File: src/hdl/disp_slave_cfg.svh
// Purpose: Constants for the two-wire display driver slave front end.
// Assumes: Included by the package user files by bare name.
// Notes: Pointer values and address prefix are fixed by the device.
`ifndef DISP_SLAVE_CFG_SVH
`define DISP_SLAVE_CFG_SVH
`define ADDR_PREFIX 3'h6
`define PTR_RESERVED 7'h0D
`define PTR_LAST 7'h7F
`define PTR_RESET 7'h00
`define STRAP_GND 2'h0
`define STRAP_VDD 2'h1
`define STRAP_SDA 2'h2
`define STRAP_SCL 2'h3
`endif

File: src/hdl/disp_slave_pkg.sv
// Purpose: Types for the two-wire display driver slave front end.
// Assumes: Nothing beyond the constants header.
// Notes: The state record holds every flip-flop of the slave.
package disp_slave_pkg;
    typedef enum logic [2:0] {ST_IDLE, ST_ADDR, ST_CMD, ST_DATA, ST_READ, ST_ACK, ST_RACK,
        ST_IGNORE} phase_t;
    typedef struct packed {
        logic [7:0] addr;
        logic [7:0] data;
        logic we;
    } reg_wr_t;
    typedef struct packed {
        logic [1:0] scl_sync;
        logic [1:0] sda_sync;
        logic [1:0] ad0_sync;
        logic [1:0] ad1_sync;
        logic [1:0] low_seen;
        logic [1:0] high_seen;
        logic scl_q;
        logic sda_q;
        phase_t phase;
        phase_t after_ack;
        logic [3:0] bit_cnt;
        logic [7:0] shift;
        logic [6:0] ptr;
        logic reading;
        logic sda_low;
        logic first_data;
        reg_wr_t wr;
        logic busy;
    } state_t;
endpackage

File: src/hdl/disp_slave.sv
// Purpose: Two-wire bus slave that loads a register pointer and writes registers.
// Assumes: CLK far faster than the bus clock; bus pins are pad signals.
// Notes: Read data comes from RD_DATA at the pointer in RD_ADDR.
module disp_slave
    import disp_slave_pkg::*;
(
    input wire logic CLK,
    input wire logic NRST,
    input wire logic SCL_IN,
    input wire logic SDA_IN,
    output logic SDA_OUT,
    output logic SDA_OE,
    input wire logic [1:0] ADDRESS_STRAP_LOW,
    input wire logic [1:0] ADDRESS_STRAP_HIGH,
    output disp_slave_pkg::reg_wr_t REG_WR,
    output logic [6:0] RD_ADDR,
    input wire logic [7:0] RD_DATA,
    output logic BUS_BUSY
);
    import disp_slave_pkg::*;
    `include "disp_slave_cfg.svh"

    state_t st;
    state_t next_st;
    logic scl;
    logic sda;
    logic scl_rise;
    logic scl_fall;
    logic start_cond;
    logic stop_cond;
    logic [1:0] low_code;
    logic [1:0] high_code;
    logic [6:0] own_addr;
    logic [6:0] ptr_inc;

    // Second stage of each synchroniser is the only copy logic reads.
    assign scl = st.scl_sync[1];
    assign sda = st.sda_sync[1];
    assign scl_rise = scl && !st.scl_q;
    assign scl_fall = !scl && st.scl_q;
    assign start_cond = scl && st.scl_q && st.sda_q && !sda;
    assign stop_cond = scl && st.scl_q && !st.sda_q && sda;

    // A strap tied to a bus line is told apart by following that line.
    function automatic logic [1:0] strap_code(input logic [1:0] pin);
        logic [1:0] code;
        code = `STRAP_GND;
        case (pin)
            2'h0: code = `STRAP_GND;
            2'h3: code = `STRAP_VDD;
            2'h1: code = `STRAP_SDA;
            2'h2: code = `STRAP_SCL;
            default: code = `STRAP_GND;
        endcase
        return code;
    endfunction

    // Pin levels kept as {seen with clock high, seen with data high}.
    // A single sample cannot tell a strap on a bus line from a fixed level,
    // so the decode only settles once both unequal bus states have been seen.
    always_comb begin
        low_code = strap_code(st.low_seen);
        high_code = strap_code(st.high_seen);
        own_addr = {`ADDR_PREFIX, high_code, low_code};
    end

    // Autoincrement skips no value but stops at the top one.
    always_comb begin
        if (st.ptr == `PTR_LAST) begin
            ptr_inc = st.ptr;
        end else begin
            ptr_inc = st.ptr + 7'h01;
        end
    end

    // One pass of the bit engine per CLK cycle.
    always_comb begin
        next_st = st;
        next_st.scl_sync = {st.scl_sync[0], SCL_IN};
        next_st.sda_sync = {st.sda_sync[0], SDA_IN};
        next_st.ad0_sync = {st.ad0_sync[0], ADDRESS_STRAP_LOW[0] ^ ADDRESS_STRAP_LOW[1]};
        next_st.ad1_sync = {st.ad1_sync[0], ADDRESS_STRAP_HIGH[0] ^ ADDRESS_STRAP_HIGH[1]};
        next_st.scl_q = scl;
        next_st.sda_q = sda;
        next_st.wr.we = 1'b0;
        // Every frame shows both unequal line states before its address ends.
        if (scl && !sda) begin
            next_st.low_seen[1] = st.ad0_sync[1];
            next_st.high_seen[1] = st.ad1_sync[1];
        end
        if (!scl && sda) begin
            next_st.low_seen[0] = st.ad0_sync[1];
            next_st.high_seen[0] = st.ad1_sync[1];
        end
        if (start_cond) begin
            next_st.phase = ST_ADDR;
            next_st.bit_cnt = 4'h0;
            next_st.sda_low = 1'b0;
            next_st.busy = 1'b1;
        end else if (stop_cond) begin
            next_st.phase = ST_IDLE;
            next_st.sda_low = 1'b0;
            next_st.busy = 1'b0;
        end else begin
            case (st.phase)
                ST_ADDR, ST_CMD, ST_DATA: begin
                    if (scl_rise) begin
                        next_st.shift = {st.shift[6:0], sda};
                        next_st.bit_cnt = st.bit_cnt + 4'h1;
                    end
                    if (scl_fall && st.bit_cnt == 4'h8) begin
                        next_st.bit_cnt = 4'h0;
                        if (st.phase == ST_ADDR && st.shift[7:1] != own_addr) begin
                            next_st.phase = ST_IGNORE;
                        end else begin
                            next_st.sda_low = 1'b1;
                            next_st.phase = ST_ACK;
                            if (st.phase == ST_ADDR) begin
                                next_st.reading = st.shift[0];
                                next_st.after_ack = st.shift[0] ? ST_READ : ST_CMD;
                                next_st.first_data = 1'b1;
                            end else if (st.phase == ST_CMD) begin
                                next_st.ptr = st.shift[6:0];
                                next_st.after_ack = ST_DATA;
                            end else begin
                                next_st.wr.addr = {1'b0, st.ptr};
                                next_st.wr.data = st.shift;
                                next_st.wr.we = st.ptr != `PTR_RESERVED;
                                next_st.ptr = ptr_inc;
                                next_st.after_ack = ST_DATA;
                            end
                        end
                    end
                end
                ST_ACK: begin
                    if (scl_fall) begin
                        next_st.phase = st.after_ack;
                        next_st.sda_low = 1'b0;
                        if (st.after_ack == ST_READ) begin
                            next_st.shift = RD_DATA;
                            next_st.sda_low = !RD_DATA[7];
                            next_st.bit_cnt = 4'h1;
                        end
                    end
                end
                ST_READ: begin
                    if (scl_fall) begin
                        if (st.bit_cnt == 4'h8) begin
                            next_st.sda_low = 1'b0;
                            next_st.phase = ST_RACK;
                            next_st.ptr = ptr_inc;
                        end else begin
                            next_st.shift = {st.shift[6:0], 1'b0};
                            next_st.sda_low = !st.shift[6];
                            next_st.bit_cnt = st.bit_cnt + 4'h1;
                        end
                    end
                end
                // The master's answer is read as its clock falls, before its data hold ends.
                ST_RACK: begin
                    if (scl_fall) begin
                        if (sda) begin
                            next_st.phase = ST_IGNORE;
                        end else begin
                            next_st.phase = ST_READ;
                            next_st.shift = RD_DATA;
                            next_st.sda_low = !RD_DATA[7];
                            next_st.bit_cnt = 4'h1;
                        end
                    end
                end
                default: begin
                    next_st.sda_low = 1'b0;
                end
            endcase
        end
    end

    // Synchronous active-low reset returns to a released, idle bus.
    always_ff @(posedge CLK) begin
        if (!NRST) begin
            st <= '{scl_sync: 2'h3, sda_sync: 2'h3, ad0_sync: 2'h0, ad1_sync: 2'h0,
                low_seen: 2'h0, high_seen: 2'h0,
                scl_q: 1'b1, sda_q: 1'b1, phase: ST_IDLE, after_ack: ST_IDLE,
                bit_cnt: 4'h0, shift: 8'h00, ptr: `PTR_RESET, reading: 1'b0,
                sda_low: 1'b0, first_data: 1'b0, wr: '0, busy: 1'b0};
        end else begin
            st <= next_st;
        end
    end

    // Open drain: only ever pulls low; the clock pin has no driver at all.
    assign SDA_OUT = 1'b0;
    assign SDA_OE = st.sda_low;
    assign REG_WR = st.wr;
    assign RD_ADDR = st.ptr;
    assign BUS_BUSY = st.busy;

    ack_hold_a: assert property (@(posedge CLK) disable iff (!NRST)
        st.phase == ST_ACK && !scl_fall |=> SDA_OE)
        else $error("Acknowledge released early.");
    stop_release_a: assert property (@(posedge CLK) disable iff (!NRST)
        stop_cond |=> !SDA_OE && !BUS_BUSY)
        else $error("Line not released after stop.");
    start_addr_a: assert property (@(posedge CLK) disable iff (!NRST)
        start_cond |=> st.phase == ST_ADDR && st.ptr == $past(st.ptr))
        else $error("Start did not restart address.");
    reserved_a: assert property (@(posedge CLK) disable iff (!NRST)
        REG_WR.we |-> REG_WR.addr[6:0] != `PTR_RESERVED)
        else $error("Reserved register written.");
    top_hold_a: assert property (@(posedge CLK) disable iff (!NRST)
        REG_WR.we && REG_WR.addr[6:0] == `PTR_LAST |-> st.ptr == `PTR_LAST)
        else $error("Pointer left top value.");
    ignore_a: assert property (@(posedge CLK) disable iff (!NRST)
        st.phase == ST_IGNORE |-> !SDA_OE)
        else $error("Driving while ignoring.");
    write_inc_a: assert property (@(posedge CLK) disable iff (!NRST)
        REG_WR.we && REG_WR.addr[6:0] != `PTR_LAST |-> st.ptr == REG_WR.addr[6:0] + 7'h01)
        else $error("Pointer did not advance.");
    stable_high_a: assert property (@(posedge CLK) disable iff (!NRST)
        scl && st.scl_q && !start_cond && st.phase == ST_READ |=> $stable(SDA_OE) || !scl)
        else $error("Data changed while clock high.");
endmodule

File: config.mk
export PLATFORM = sky130hd
export DESIGN_NAME = disp_slave
export DESIGN_NICKNAME = d
export VERILOG_FILES = /design/src/hdl/disp_slave_pkg.sv /design/src/hdl/disp_slave.sv
export VERILOG_INCLUDE_DIRS = /design/src /design/src/hdl
export SDC_FILE = /design/constraint.sdc
export NUM_CORES = 1
export LEC_CHECK = 0
export BUFFER_PORTS_ARGS = -buffer_cell sky130_fd_sc_hd__buf_2
export CORE_UTILIZATION = 51
export CTS_BUF_LIST = sky130_fd_sc_hd__clkbuf_16
export DETAILED_ROUTE_END_ITERATION = 7
export PLACE_DENSITY_LB_ADDON = 0.15
export SYNTH_ARGS = -nofsm -noshare
export SYNTH_HDL_FRONTEND = slang
export SYNTH_SLANG_ARGS = --single-unit
File: constraint.sdc
create_clock -name CLK -period 2.75 [get_ports CLK]
set_clock_uncertainty 0.15 [all_clocks]
set_input_delay 0.55 -clock CLK [delete_from_list [all_inputs] [get_ports CLK]]
set_output_delay 0.55 -clock CLK [all_outputs]
set_load 0.02 [all_outputs]
==> flow_metrics.tcl <==
set metrics [dict create \
    gp_congestion 0.8564 \
    share_of_synthesized_area_occupied_by_flip_flops_and_latches_pct 35.46 \
    synth.area.top_cells "dfxtp_1 (35%), buf_4 (6.1%), a21oi_1 (5.6%)" \
    timing.setup.critical_path_class "flip-flop to flip-flop" \
    grt_remaining_overflow 0 \
    clock_tree.buffer_depth 2 \
    power_switching_share_pct 22.58 \
    synth_top_area_share_pct 35.46 \
    core_region_area_mm2 0.005991 \
    worst_slew_margin_rel_pct 23.66 \
    critPathRequiredTime_ns 2.85 \
    ys_types 62 \
    drt_drc_violations_left 0 \
    wire_per_inst_um 15.09 \
    antenna_found_initial 0 \
    power_frac_clock_pct 54.3 \
    timing_worst_slew_pin_value_ns 1.141 \
    dp.cells 465 \
    layout.cells.non_filler 481 \
    start_util_pct 53.72 \
    power.static_leakage_nw 1.465 \
    critical_path_peak_fanout 15 \
    worst_ep_arrival_time_ns 2.62 \
    synth-edff-count 0 \
    clock_tree.htree_level_count 3 \
    vias_per_cell 5.780 \
    dp.final_hpwl_um 5002 \
    setup_total_negative_slack_ns 0 \
    route.vias.total 2780 \
    antenna_diode_instance_count 0 \
    netlist_area_mm2 0.003218 \
    setup.reg_to_reg.worst_slack_ns 0.23 \
    synth.most_common_cell "dfxtp_1" \
    cts_hold_repair.buffers 0 \
    yosys_warn_count 0 \
    fp.dieArea_mm2 0.006632 \
    layout.filler_cells 555 \
    port_buffers 40 \
    grt_setup_unrepaired "false" \
    ios 43 \
    cts_buffers 9 \
    regArea_mm2 0.001141 \
    tritoncts "done" \
    post_cts.repair.setup_buffers 0 \
    pwr_density_cell_mw_per_mm2 605.4 \
    irDropWorstVdd_v 0.0004156 \
    synth_seq_cells 57 \
    synthesis.area_per_instance_um2 8.252 \
    total_power_w 0.002168 \
    routed_wirelength_um 7260 \
    critPathCaptureType "flip-flop" \
    clkTransAtPathRegs_ns 0.05 \
    post_cts_resize_count 0 \
    cap_violations 0 \
    pwr-share-comb_pct 5.6 \
    power_frac_seq_pct 40.2 \
    number_of_placement_rows 28 \
    critical_path.slowest_cell "nor2_1" \
    outcome "completed" \
    firstDrtPassIters 4 \
    intPower_w 0.001678 \
    crit_start "st[36]" \
    postLayoutCellArea_mm2 0.003581 \
    chipHeight_um 81.44 \
    cts.sinks 57 \
    clk-insertion-delay-late_ns 0.33 \
    antenna_left 0 \
    total_placed_instance_area_mm2 0.003269 \
    drive_above_1_share_pct 17.98 \
    clk_root_buffer_cell "clkbuf_16" \
    chipWidth_um 81.44 \
    synthFlopType "dfxtp_1" \
    setup_violations 0 \
    worst_hold_startpoint "SDA_IN" \
    worst_path_largest_cell_delay_ns 0.90 \
    vias_in_the_first_global_route 2426 \
    synth_largest_area_cell "dfxtp_1" \
    timing.critical_path.cells "inv_1 -> ha_1 -> and3b_1 -> nand3_1 -> nor2_1 -> nand2_1 -> a21oi_1" \
    critPathLaunchType "flip-flop" \
    synth_instances 390 \
    synthToLayoutAreaGrowth_pct 11.28 \
    regToRegStartpoint "st[36]" \
    multi_input_comb_area_mm2 0.001755 \
    timing.final.max_slew_violations 0 \
    grt_usage_pct 24.03 \
    max_freq_ghz 0.3973 \
    final_period_minus_worst_setup_slack_ns 2.517 \
    report.final.hold_viol_count 0 \
    final.period_utilization_pct 91.52 \
    utilization_pct 59.77 \
    drt_first_iter_violations 249 \
    synth.top_cells.by_count "dfxtp_1 (57), nand2_1 (48), a21oi_1 (36)" \
    worstHoldPathType "input port to flip-flop" \
    largest_net_degree_at_the_start_of_global_routing 21 \
    nets 425 \
    async_reset_ff_share_pct 0 \
    netSwitchingPower_w 0.0004896 \
    first_pass_grt_wire_length_um 11750 \
]
==> final timing paths <==
check             cells after the start           to
setup / recovery                      7    REG_WR[9]
hold / removal                        2  next_st[57]
setup reg to reg                      7    REG_WR[9]
hold reg to reg                       1  next_st[46]
==> per-stage QoR <==
stage	hold WS (ns)	setup WS [ns]
after global routing	0.2669	0.04684
after detailed placement	0.2464	0.3100
final	0.2534	0.2331
after CTS	0.2497	0.2685
after floorplan	0.2363	0.7238
after global placement	0.2441	0.3995
==> registers in the layout, indices dropped and copies added, names as in the netlist <==
register,flops
st,26
REG_WR,16
RD_ADDR,7
next_st,6
BUS_BUSY,1
SDA_OE,1
==> power groups by stage <==
stage / Clock, W / Combinational, W / Sequential (W)
floorplan: 0 / 0.0000982 / 0.000875
global placement: 0 / 0.000120 / 0.000886
detailed placement: 0 / 0.000121 / 0.000887
CTS: 0.00119 / 0.000122 / 0.000870
global route: 0.00123 / 0.000135 / 0.000873
finish: 0.00118 / 0.000121 / 0.000871
==> layout make-up <==
| class | count | area share, % |
|---|---|---|
| repair buffers | 46 | 6.848 |
| well taps | 75 | 2.621 |
| flip-flops and latches | 57 | 31.87 |
| multi-input cells | 278 | 49.02 |
| clock buffers | 9 | 6.289 |
| inverters | 9 | 0.9434 |
| clock inverters | 7 | 2.411 |
==> critical path, delay by kind of cell, from the launching register on <==
family          cells  cell delay (ns)
flops               1             0.35
simple gates        4             1.49
fa+ha+maj           1             0.16
compound gates      1             0.19
buf+inv             1             0.09
==> cells by family (layout without fill, tap and decap cells) <==
| group | after synthesis | in the layout | share of synthesized area (%) |
|---|---|---|---|
| AO/OA/AOI/OAI | 102 | 102 | 22.94 |
| XOR/XNOR | 6 | 6 | 1.633 |
| adder cells (fa/ha/maj) | 8 | 8 | 3.111 |
| buffers and inverters | 56 | 71 | 10.11 |
| flip-flops | 57 | 57 | 35.46 |
| multiplexers | 10 | 10 | 3.111 |
| other | 1 | 2 | 0.1165 |
| AND/OR/NAND/NOR | 150 | 150 | 23.52 |
==> cell usage in the layout, fill, tap and decap left out, types with 4 or more instances in the layout <==
| cell type | instances |
|---|---|
| or3_1 | 5 |
| dfxtp_1 | 57 |
| xnor2_1 | 5 |
| nand3_1 | 8 |
| ha_1 | 8 |
| nor2b_1 | 5 |
| o21ai_1 | 5 |
| nand2_1 | 48 |
| a21oi_1 | 36 |
| and2_1 | 4 |
| a211oi_1 | 7 |
| inv_1 | 9 |
| nor3_1 | 10 |
| clkbuf_16 | 9 |
| nand2b_1 | 12 |
| and3_1 | 4 |
| mux2i_1 | 10 |
| nor2_1 | 35 |
| o21ai_0 | 12 |
| o22ai_1 | 4 |
| buf_4 | 6 |
| o211ai_1 | 5 |
| buf_2 | 40 |
==> routing by layer <==
| layer | global-route usage, % | vias to the layer above | wire length (um) |
|---|---|---|---|
| li1 | - | 1383 | - |
| met1 | 32.67 | 1305 | 3438 |
| met2 | 36.00 | 82 | 3376 |
| met3 | 4.444 | 10 | 336 |
| met4 | 12.50 | 0 | 108 |
| met5 | 0 | - | 0 |
Power figures use the tool's default switching activity.
